`src/shared/dds_defines.svh`:
```
`ifndef DDS_DEFINES_SVH
`define DDS_DEFINES_SVH

// Code width: 16 for the wide variant, 14 for the narrow one
`define DDS_DATA_W 16
`define DDS_ADDR_W 2
// One frame is the address pair followed by the code
`define DDS_FRAME_W (`DDS_DATA_W + `DDS_ADDR_W)
// Top code bit, set alone for the midscale preset
`define DDS_MID_BIT (`DDS_DATA_W - 1)
// Output is -Vref * code / full scale
`define DDS_FULL_SCALE (2 ** `DDS_DATA_W)
// Width of the sampled pin bundle
`define DDS_PIN_W 6
// Synchroniser reset value: the idle pin levels (clock low, deselected,
// load and preset high), so no false edge or frame follows reset
`define DDS_PINS_IDLE 6'h16

// Channel address decode
`define DDS_ADDR_NONE 2'h0
`define DDS_ADDR_A 2'h1
`define DDS_ADDR_B 2'h2
`define DDS_ADDR_BOTH 2'h3

// Power-on value of every code register
`define DDS_CODE_ZERO {`DDS_DATA_W{1'b0}}

`endif

```
`src/shared/dds_pkg.sv`:
```
`include "dds_defines.svh"

package dds_pkg;

    typedef logic [`DDS_DATA_W-1:0] dds_code_t;

    // Pins after the two-stage synchroniser
    typedef struct packed {
        logic sclk;
        logic cs_n;
        logic serial_in;
        logic load_outputs_n;
        logic preset_n;
        logic midscale_sel;
    } dds_pins_t;

    // Last frame held in the shift register, first-sent bit on top
    typedef struct packed {
        logic channel_addr_hi;
        logic channel_addr_lo;
        dds_code_t data;
    } dds_frame_t;

    typedef enum logic [2:0] {
        ST_IDLE = 3'b001,
        ST_FRAME = 3'b010,
        ST_COMMIT = 3'b100
    } dds_state_t;

endpackage

```
`src/rtl/dds_pin_sync.sv`:
```
`timescale 1ns/1ns
`default_nettype none

module dds_pin_sync #(
    parameter int W = 1,
    parameter logic [W-1:0] RST_VAL = '0
) (
    input wire logic clk,
    input wire logic rst_b,
    input wire logic [W-1:0] d,
    output logic [W-1:0] q
);

    logic [W-1:0] meta_reg;

    // Two flops; the first is read by the second only
    always_ff @(posedge clk or negedge rst_b) begin
        if (!rst_b) begin
            meta_reg <= RST_VAL;
            q <= RST_VAL;
        end else begin
            meta_reg <= d;
            q <= meta_reg;
        end
    end

endmodule

`default_nettype wire

```
`src/rtl/dds_serial_load.sv`:
```
`timescale 1ns/1ns
`default_nettype none
`include "dds_defines.svh"

module dds_serial_load (
    input wire logic CLK,
    input wire logic RST_B,
    input wire logic SCLK,
    input wire logic CS_N,
    input wire logic SERIAL_IN,
    input wire logic LOAD_OUTPUTS_N,
    input wire logic PRESET_N,
    input wire logic MIDSCALE_SEL,
    output dds_pkg::dds_code_t INPUT_A_CODE,
    output dds_pkg::dds_code_t INPUT_B_CODE,
    output dds_pkg::dds_code_t DAC_A_CODE,
    output dds_pkg::dds_code_t DAC_B_CODE,
    output logic FRAME_ACTIVE
);
    import dds_pkg::*;

    dds_pins_t pins_raw;
    dds_pins_t pins;
    logic sclk_prev_reg;
    logic [`DDS_FRAME_W-1:0] shift_reg;
    dds_state_t state_reg;
    dds_state_t state_next;
    dds_code_t input_a_reg;
    dds_code_t input_b_reg;
    dds_code_t dac_a_reg;
    dds_code_t dac_b_reg;
    dds_code_t input_a_next;
    dds_code_t input_b_next;
    dds_code_t dac_a_next;
    dds_code_t dac_b_next;
    dds_code_t preset_code;
    dds_frame_t frame;
    logic sclk_rise;
    logic shift_en;
    logic commit;
    logic write_a;
    logic write_b;
    logic presetting;
    logic transparent;

    // Rising edge seen between two samples of a slow pin
    function automatic logic rose(input logic prev, input logic cur);
        return !prev && cur;
    endfunction

    // Preset code: zero, or the top bit alone for midscale
    function automatic dds_code_t preset_value(input logic midscale);
        dds_code_t v;
        v = `DDS_CODE_ZERO;
        v[`DDS_MID_BIT] = midscale;
        return v;
    endfunction

    // All pins come from the host's domain and are sampled twice
    assign pins_raw = '{sclk: SCLK, cs_n: CS_N, serial_in: SERIAL_IN,
                        load_outputs_n: LOAD_OUTPUTS_N, preset_n: PRESET_N,
                        midscale_sel: MIDSCALE_SEL};

    dds_pin_sync #(
        .W(`DDS_PIN_W),
        .RST_VAL(`DDS_PINS_IDLE)
    ) u_sync (
        .clk(CLK),
        .rst_b(RST_B),
        .d(pins_raw),
        .q(pins)
    );

    // Serial clock edge from the synchronised copy only
    always_ff @(posedge CLK or negedge RST_B) begin
        if (!RST_B) begin
            sclk_prev_reg <= 1'b0;
        end else begin
            sclk_prev_reg <= pins.sclk;
        end
    end

    assign sclk_rise = rose(sclk_prev_reg, pins.sclk);

    // Shift only inside a frame; data and clock share the same sync delay
    assign shift_en = (state_reg == ST_FRAME) && !pins.cs_n && sclk_rise;

    // Register keeps exactly one frame, so older bits fall off the top
    always_ff @(posedge CLK or negedge RST_B) begin
        if (!RST_B) begin
            shift_reg <= {`DDS_FRAME_W{1'b0}};
        end else if (shift_en) begin
            shift_reg <= {shift_reg[`DDS_FRAME_W-2:0], pins.serial_in};
        end
    end

    // Frame view: address on top, code below
    assign frame = dds_frame_t'(shift_reg);

    // Frame sequencing; commit is one cycle after chip select rises
    always_comb begin
        state_next = state_reg;
        case (state_reg)
            ST_IDLE: begin
                if (!pins.cs_n) begin
                    state_next = ST_FRAME;
                end
            end
            ST_FRAME: begin
                if (pins.cs_n) begin
                    state_next = ST_COMMIT;
                end
            end
            ST_COMMIT: begin
                state_next = pins.cs_n ? ST_IDLE : ST_FRAME;
            end
            default: begin
                state_next = ST_IDLE;
            end
        endcase
    end

    always_ff @(posedge CLK or negedge RST_B) begin
        if (!RST_B) begin
            state_reg <= ST_IDLE;
        end else begin
            state_reg <= state_next;
        end
    end

    // Address decode; the shift register is quiet here as it shifts
    // only in ST_FRAME with chip select low
    assign commit = (state_reg == ST_COMMIT);
    assign write_a = commit && ({frame.channel_addr_hi, frame.channel_addr_lo} == `DDS_ADDR_A
        || {frame.channel_addr_hi, frame.channel_addr_lo} == `DDS_ADDR_BOTH);
    assign write_b = commit && ({frame.channel_addr_hi, frame.channel_addr_lo} == `DDS_ADDR_B
        || {frame.channel_addr_hi, frame.channel_addr_lo} == `DDS_ADDR_BOTH);

    // Preset wins over everything; it is a level, not an edge
    assign presetting = !pins.preset_n;
    assign preset_code = preset_value(pins.midscale_sel);
    assign transparent = !pins.load_outputs_n;

    // Input registers
    assign input_a_next = presetting ? preset_code
                        : write_a ? frame.data : input_a_reg;
    assign input_b_next = presetting ? preset_code
                        : write_b ? frame.data : input_b_reg;

    // Output registers follow the new input value in the same cycle,
    // so a commit with load held low reaches the output at once
    assign dac_a_next = presetting ? preset_code
                      : transparent ? input_a_next : dac_a_reg;
    assign dac_b_next = presetting ? preset_code
                      : transparent ? input_b_next : dac_b_reg;

    // Power-on clears all four code registers
    always_ff @(posedge CLK or negedge RST_B) begin
        if (!RST_B) begin
            input_a_reg <= `DDS_CODE_ZERO;
            input_b_reg <= `DDS_CODE_ZERO;
            dac_a_reg <= `DDS_CODE_ZERO;
            dac_b_reg <= `DDS_CODE_ZERO;
        end else begin
            input_a_reg <= input_a_next;
            input_b_reg <= input_b_next;
            dac_a_reg <= dac_a_next;
            dac_b_reg <= dac_b_next;
        end
    end

    // Codes for the ladder; it scales each by -Vref / full scale
    assign INPUT_A_CODE = input_a_reg;
    assign INPUT_B_CODE = input_b_reg;
    assign DAC_A_CODE = dac_a_reg;
    assign DAC_B_CODE = dac_b_reg;
    assign FRAME_ACTIVE = state_reg[1];
endmodule

`default_nettype wire

```
`config.mk`:
```
export PLATFORM = sky130hd
export DESIGN_NAME = dds_serial_load
export DESIGN_NICKNAME = d
export VERILOG_FILES = /design/src/shared/dds_pkg.sv /design/src/rtl/dds_pin_sync.sv /design/src/rtl/dds_serial_load.sv
export VERILOG_INCLUDE_DIRS = /design/src /design/src/shared
export SDC_FILE = /design/constraint.sdc
export NUM_CORES = 1
export LEC_CHECK = 0
export BUFFER_PORTS_ARGS = -buffer_cell sky130_fd_sc_hd__buf_2
export CELL_PAD_IN_SITES_DETAIL_PLACEMENT = 1
export CELL_PAD_IN_SITES_GLOBAL_PLACEMENT = 1
export CORE_MARGIN = 5
export CORE_UTILIZATION = 45
export DETAILED_ROUTE_END_ITERATION = 10
export PLACE_DENSITY = 0.78
export SLEW_MARGIN = 40
export SYNTH_ARGS = -nofsm -noshare
export SYNTH_HDL_FRONTEND = slang
export SYNTH_SLANG_ARGS = --single-unit
```
`constraint.sdc`:
```
create_clock -name CLK -period 2.5 [get_ports CLK]
set_clock_uncertainty 0.2 [all_clocks]
set_input_delay 0.25 -clock CLK [delete_from_list [all_inputs] [get_ports CLK]]
set_output_delay 0.25 -clock CLK [all_outputs]
set_load 0.1 [all_outputs]
```
# ---- Word level (Yosys, flattened, before mapping)
# Cells that the tools add are included.
dict set report totals {
  ff_bits 98
  wordCells 40
  in_bits 8
  out_inout_bits 65
}
dict set report op_classes {
  muxes 12
  n_reduce_logical 10
  eq_ne 9
}
# op n
set ops {}
lappend ops {{two-way mux 16 bit} 8}
lappend ops {{case mux 3 bit (3 select lines)} 1}
lappend ops {{two-way mux 3 bit} 2}
lappend ops {{logical AND 1 bit} 5}
lappend ops {{== test 2 bit, second input constant} 2}
lappend ops {{!= test 2 bit, second input constant} 2}
lappend ops {{== test 3 x 1 -> 1 bit, second input constant} 1}
lappend ops {{== test 3 x 2 -> 1 bit, second input constant} 1}
lappend ops {{== test 3 bit, second input constant} 1}
lappend ops {{== test 2 x 1 -> 1 bit, second input constant} 1}
lappend ops {{logical NOT 1 bit} 2}
lappend ops {{logical OR 1 bit} 2}
lappend ops {{two-way mux 2 bit} 1}
lappend ops {{!= test 2 x 1 -> 1 bit, second input constant} 1}
lappend ops {{AND reduction 2 bit} 1}

# ---- Logic depth before layout (Yosys ltp)
dict set report logic_depth {
  word_depth 7
  mapped_depth 5
  depth_no_buf 3
}

# ---- Hierarchy
# A second synthesis with hierarchy kept.
dict set report hier_totals {
  hier_cells 278
  hier_area_um2 3774.9
}
# mod instances cells_each seq_area_each_um2 area_per_inst_um2
set by_module_without_submodules {}
lappend by_module_without_submodules {dds_serial_load 1 266 2153.3 3467.1}
lappend by_module_without_submodules {dds_pin_sync 1 12 307.8 307.8}

# ---- Least setup slack after synthesis
# OpenSTA, ideal clock, no wires.
dict set report synth_timing {
  path_kind {register to register}
  start {register state_reg[1]}
  end {register shift_reg[10], in the netlist frame[10]}
  synth_period_minus_slack_ns 2.275
  arrival_ns 1.949
  path_stages_with_launch 5
  setup_slack_ns 0.225
  required_time_ns 2.175
  path_buffers 1
  setup_ns 0.125
  cell_sequence {dfrtp_1 > nor3b_4 > nand3_4 > buf_6 > mux2_4}
}
dict set report synth_via {
  elab_chain_len 3
}
# element line_no
set synth_rtl {}
lappend synth_rtl {{from (decl)} dds_serial_load.sv:26} ;# dds_state_t state_reg;
lappend synth_rtl {{from (signal assigned)} dds_serial_load.sv:127} ;# state_reg <= state_next;
lappend synth_rtl {{== test 3 x 2 -> 1 bit} dds_serial_load.sv:86} ;# assign shift_en = (state_reg == ST_FRAME) && !pins.cs_n && sclk_rise;
lappend synth_rtl {{logical AND 1 bit (2 in series)} dds_serial_load.sv:86}
lappend synth_rtl {{to (signal assigned)} dds_serial_load.sv:91} ;# shift_reg <= {`DDS_FRAME_W{1'b0}};
lappend synth_rtl {{to (signal assigned)} dds_serial_load.sv:93} ;# shift_reg <= {shift_reg[`DDS_FRAME_W-2:0], pins.serial_in};
lappend synth_rtl {{to (decl)} dds_serial_load.sv:25} ;# logic [`DDS_FRAME_W-1:0] shift_reg;
# No other way between the ends.
# A chain may end at the register's enable or synchronous reset.

# ---- Worst setup path in the final report
dict set report layout_timing {
  start {register state_reg[1]}
  end {register dac_b_reg[13], in the netlist DAC_B_CODE[13]}
}
dict set report layout_via {
  elab_chain_len 6
}
# element line_no
set layout_rtl {}
lappend layout_rtl {{== test 3 bit} dds_serial_load.sv:133} ;# assign commit = (state_reg == ST_COMMIT);
lappend layout_rtl {{logical AND 1 bit} dds_serial_load.sv:136} ;# assign write_b = commit && ({frame.channel_addr_hi, frame.channel_addr_lo} == `DDS_ADDR_B
lappend layout_rtl {{two-way mux 16 bit} dds_serial_load.sv:148} ;# : write_b ? frame.data : input_b_reg;
lappend layout_rtl {{two-way mux 16 bit} dds_serial_load.sv:147} ;# assign input_b_next = presetting ? preset_code
lappend layout_rtl {{two-way mux 16 bit} dds_serial_load.sv:155} ;# : transparent ? input_b_next : dac_b_reg;
lappend layout_rtl {{two-way mux 16 bit} dds_serial_load.sv:154} ;# assign dac_b_next = presetting ? preset_code
lappend layout_rtl {{to (signal assigned)} dds_serial_load.sv:163} ;# dac_b_reg <= `DDS_CODE_ZERO;
lappend layout_rtl {{to (signal assigned)} dds_serial_load.sv:168} ;# dac_b_reg <= dac_b_next;
lappend layout_rtl {{to (decl)} dds_serial_load.sv:31} ;# dds_code_t dac_b_reg;
# No other way between the ends. The select of a mux whose other input is x is not followed.

==> impl_summary.md <==
Global route
The initial antenna violation count is 0. Global routing finished with a remaining overflow of 0. Entering global routing, the biggest net connects 53 pins.

The overall track demand over capacity in global routing is around 18%. The global-route wire length before repair is 14200 um. The number of global-route vias before repair is 2743.

Power
The sequential share of power is 55.0%. The worst-case IR drop observed on VDD is 245 uV. The clock share of power is 29.2%. The switching power is 965 uW.

The cell-internal power is 2160 uW. The switching fraction of total power is 30.9%. The leakage dissipation is 0.00215 uW. The power per standard cell area is 699 mW/mm^2.

The combinational share of power is 15.8%.

Yosys
The net count after synthesis is between 200 and 300. Of all cell types, the one taking the most synthesized area is sky130_fd_sc_hd__dfrtp_1. By count the netlist is led by sky130_fd_sc_hd__dfrtp_1 (91), sky130_fd_sc_hd__a21oi_1 (33), sky130_fd_sc_hd__mux2i_1 (32), sky130_fd_sc_hd__nor2b_1 (31), sky130_fd_sc_hd__o21ai_0 (30).

The flip-flop cell with the highest count after synthesis is sky130_fd_sc_hd__dfrtp_1. The Yosys warning count is 0. The average instance area after synthesis is 13.6 um^2.

Yosys mapped the design onto 22 distinct sky130hd cell types. By area the synthesized netlist is led by sky130_fd_sc_hd__dfrtp_1 (60%), sky130_fd_sc_hd__mux2i_1 (8.5%), sky130_fd_sc_hd__nor2b_1 (5.1%). The number of flops mapped to enable cells by yosys is 0. The post-synthesis sequential area ratio is 65.2%.

The register bit total from synthesis is 98. By instance count, the leading cell after synthesis is sky130_fd_sc_hd__dfrtp_1. Counting flops with an async set or reset pin after synthesis yields a share of 100%.

The area share of the leading cell type in the synthesized netlist is just over 60%. The number of standard cells after synthesis is about 280. The cell area that synthesis handed to floorplanning was 0.00377 mm^2.

Job
Across the run, the number of max-cap violations was 0.

STA
The final critical path takes up 74.7% of the cycle. Measured against its own limit, the worst slew margin works out to 56.4%. The number of max-slew violations in the final report is 0.

For the pin with the worst max-slew slack, the measured transition is 0.654 ns. Setup violations remaining at the end of the flow were counted as 0. The count of final hold-check violations is 0. The worst path needs 1.87 ns of the cycle, external delays included. The accumulated negative setup slack is 0 ns. Setup repair after global routing left no endpoint under its margin. The maximum frequency from static timing analysis is 0.535 GHz.

Floorplan
The floorplan step set the die width to 102 um. The floorplan step defined a die boundary enclosing 0.0103 mm^2. The starting density of the core is 46.2%. The die extent in y is 102 um. The total I/O pin count is 73. The standard-cell row count is 33. The standard cell core area is ~0.0082 mm^2.

Layout
The combined area of the multi-input logic cells is 0.00119 mm^2. After the last flow step, the layout net total stands at 365. The total area of sequential cells is 0.00246 mm^2. Counting the fill cells in the layout gives approximately 870. The post-route cell area is ~0.0045 mm^2. Relative to the synthesized area, the layout overhead comes to 18.3%.

The number of antenna repair diodes is 0. The flip-flop count of the largest register, all copies and words added is 18. The fraction of layout cells with a size suffix above 1 is between 30% and 40%.

Detailed routing
The number of iterations in the first detailed-routing pass is 4. The overall routed net length is roughly 8300 um. In this run, the number of DRC markers left after iteration 0 of detailed routing was 77. The post-detailed-route DRC marker count is 0.

The antenna violation net count after detailed routing is 0. The final route contains roughly 2400 vias. Dividing the detail-routed wire length by the instance count gives 17.8 um. The via density per instance is 5.13.

Placement
The HPWL reported at the end of detailed placement is approximately 5700 um. The total placed instance area is 0.00422 mm^2. The count of input and output buffers is 72. Routability-driven placement finished with a final weighted congestion of 0.717.

Critical path
The element type at the critical path start is a register. The signal on the critical path passes through and4bb_2 -> mux2i_1 -> a21oi_1. The kind of cell with the highest combined delay along the critical path is simple AND/OR/NAND/NOR gates. The cell depth of the worst setup path is 3. The number of cells on the worst reg-to-reg path is 3. The reg-to-reg setup timing slack is 0.63 ns. The endpoint arrival time on the critical path is around 1.9 ns. The data required time of the critical path is approximately 2.5 ns. The critical path is of the register to register type.

The largest driver fanout on the critical path is 16. The worst setup path is captured at a register. The critical path contains buffers and inverters numbering 0 combined.

The largest individual stage delay along the critical path comes from the cell sky130_fd_sc_hd__and4bb_2. The worst stage delay on the critical path is about 0.7 ns.

Clock network
The clock latency at the later pin of the worst-skew pair is 0.36 ns. The number of H-tree levels is 3. The TritonCTS clock tree is built. The cell at the root of the clock tree is sky130_fd_sc_hd__clkbuf_8. The buffer depth of the longest clock path is 2. CTS saw 98 sinks. Clock-pin slew was measured on the worst setup and hold paths at 0.09 ns. The number of buffers inserted during clock tree synthesis is 9. The post-cts resize count is 0.

Worst hold path
The tightest min-delay check is of the register to register type. Along the worst hold path, the cell count comes to 0.

Outcome
The run finished with clean final reports.
==> stage by stage <==
step	worst slack [ns]	cells	utilization, %	hold WS [ns]	power [uW]
2_1_floorplan	0.225	278	-	-0.246	2110
3_3_place_gp	0.659	444	51.6	0.120	2220
3_5_place_dp	0.594	444	51.6	0.122	2240
4_1_cts	0.597	467	54.6	0.157	3160
5_1_grt	0.493	467	54.6	0.164	3270
6_report	0.631	467	54.6	0.157	3120
==> kinds of logic (layout without fill, tap and decap cells) <==
group,count (synthesis),count (layout),synth area share [%]
DFF,98,98,65.2
and+or+nand+nor,40,40,7.33
buffers and inverters,21,105,3.28
AOI/OAI and AO/OA,68,68,9.12
xor gates and xnor gates,1,1,0.232
muxes,50,50,14.8
==> timing repair <==
| item | in CTS | in global routing |
|---|---|---|
| endpoints found under the hold margin | 49 | 0 |
| setup buffers | 0 | 0 |
| endpoints found under the setup margin | 0 | 0 |
| hold buffers | 7 | 0 |
==> cell usage in the layout (no fill, tap or decap), drive strengths merged <==
cell,instances
dfrtp,91
nor2b,31
and4bb,2
mux2,18
a21oi,33
a31oi,3
mux2i,32
clkbuf,12
buf,79
xor2,1
nor3b,1
nand3,1
inv,2
nand2,1
dfstp,7
dlygate4sd3,7
and2,1
o21ai,32
clkinvlp,3
nor2,3
clkinv,2
==> power groups by stage <==
stage,combinational (uW),sequential [uW],clock (uW)
2_1_floorplan,122,1990,0
3_3_place_gp,479,1740,0
3_5_place_dp,490,1750,0
4_1_cts,500,1720,940
5_1_grt,523,1730,1010
6_report,492,1720,912
==> per-layer routing <==
metal | share of wire, % | routed length [um] | GRT usage, % | vias up
met5 | 0 | 0 | 0 | -
met4 | 0.93 | 77 | 4.91 | 0
met3 | 5.1 | 425 | 5.37 | 8
met2 | 50 | 4130 | 28.9 | 44
met1 | 44 | 3690 | 23.2 | 1233
li1 | - | - | - | 1112
==> area by class of cell <==
cell class / count / area share (%)
clock buffer: 12 / 3.25
clock inverter: 4 / 0.617
inverter: 3 / 0.252
multi-input combinational: 159 / 26.7
sequential: 98 / 55.1
tap: 105 / 2.94
timing repair buffer: 86 / 11.2
==> worst paths after layout <==
check                                    from              end
min reg2reg                u_sync.meta_reg[5]      u_sync.q[5]
min                        u_sync.meta_reg[5]      u_sync.q[5]
min in group asynchronous               RST_B    DAC_A_CODE[9]
max                              state_reg[1]   DAC_B_CODE[13]
max reg2reg                      state_reg[1]   DAC_B_CODE[13]
max in group asynchronous               RST_B  INPUT_B_CODE[8]
Note: power is estimated with default switching activity, not from simulation.
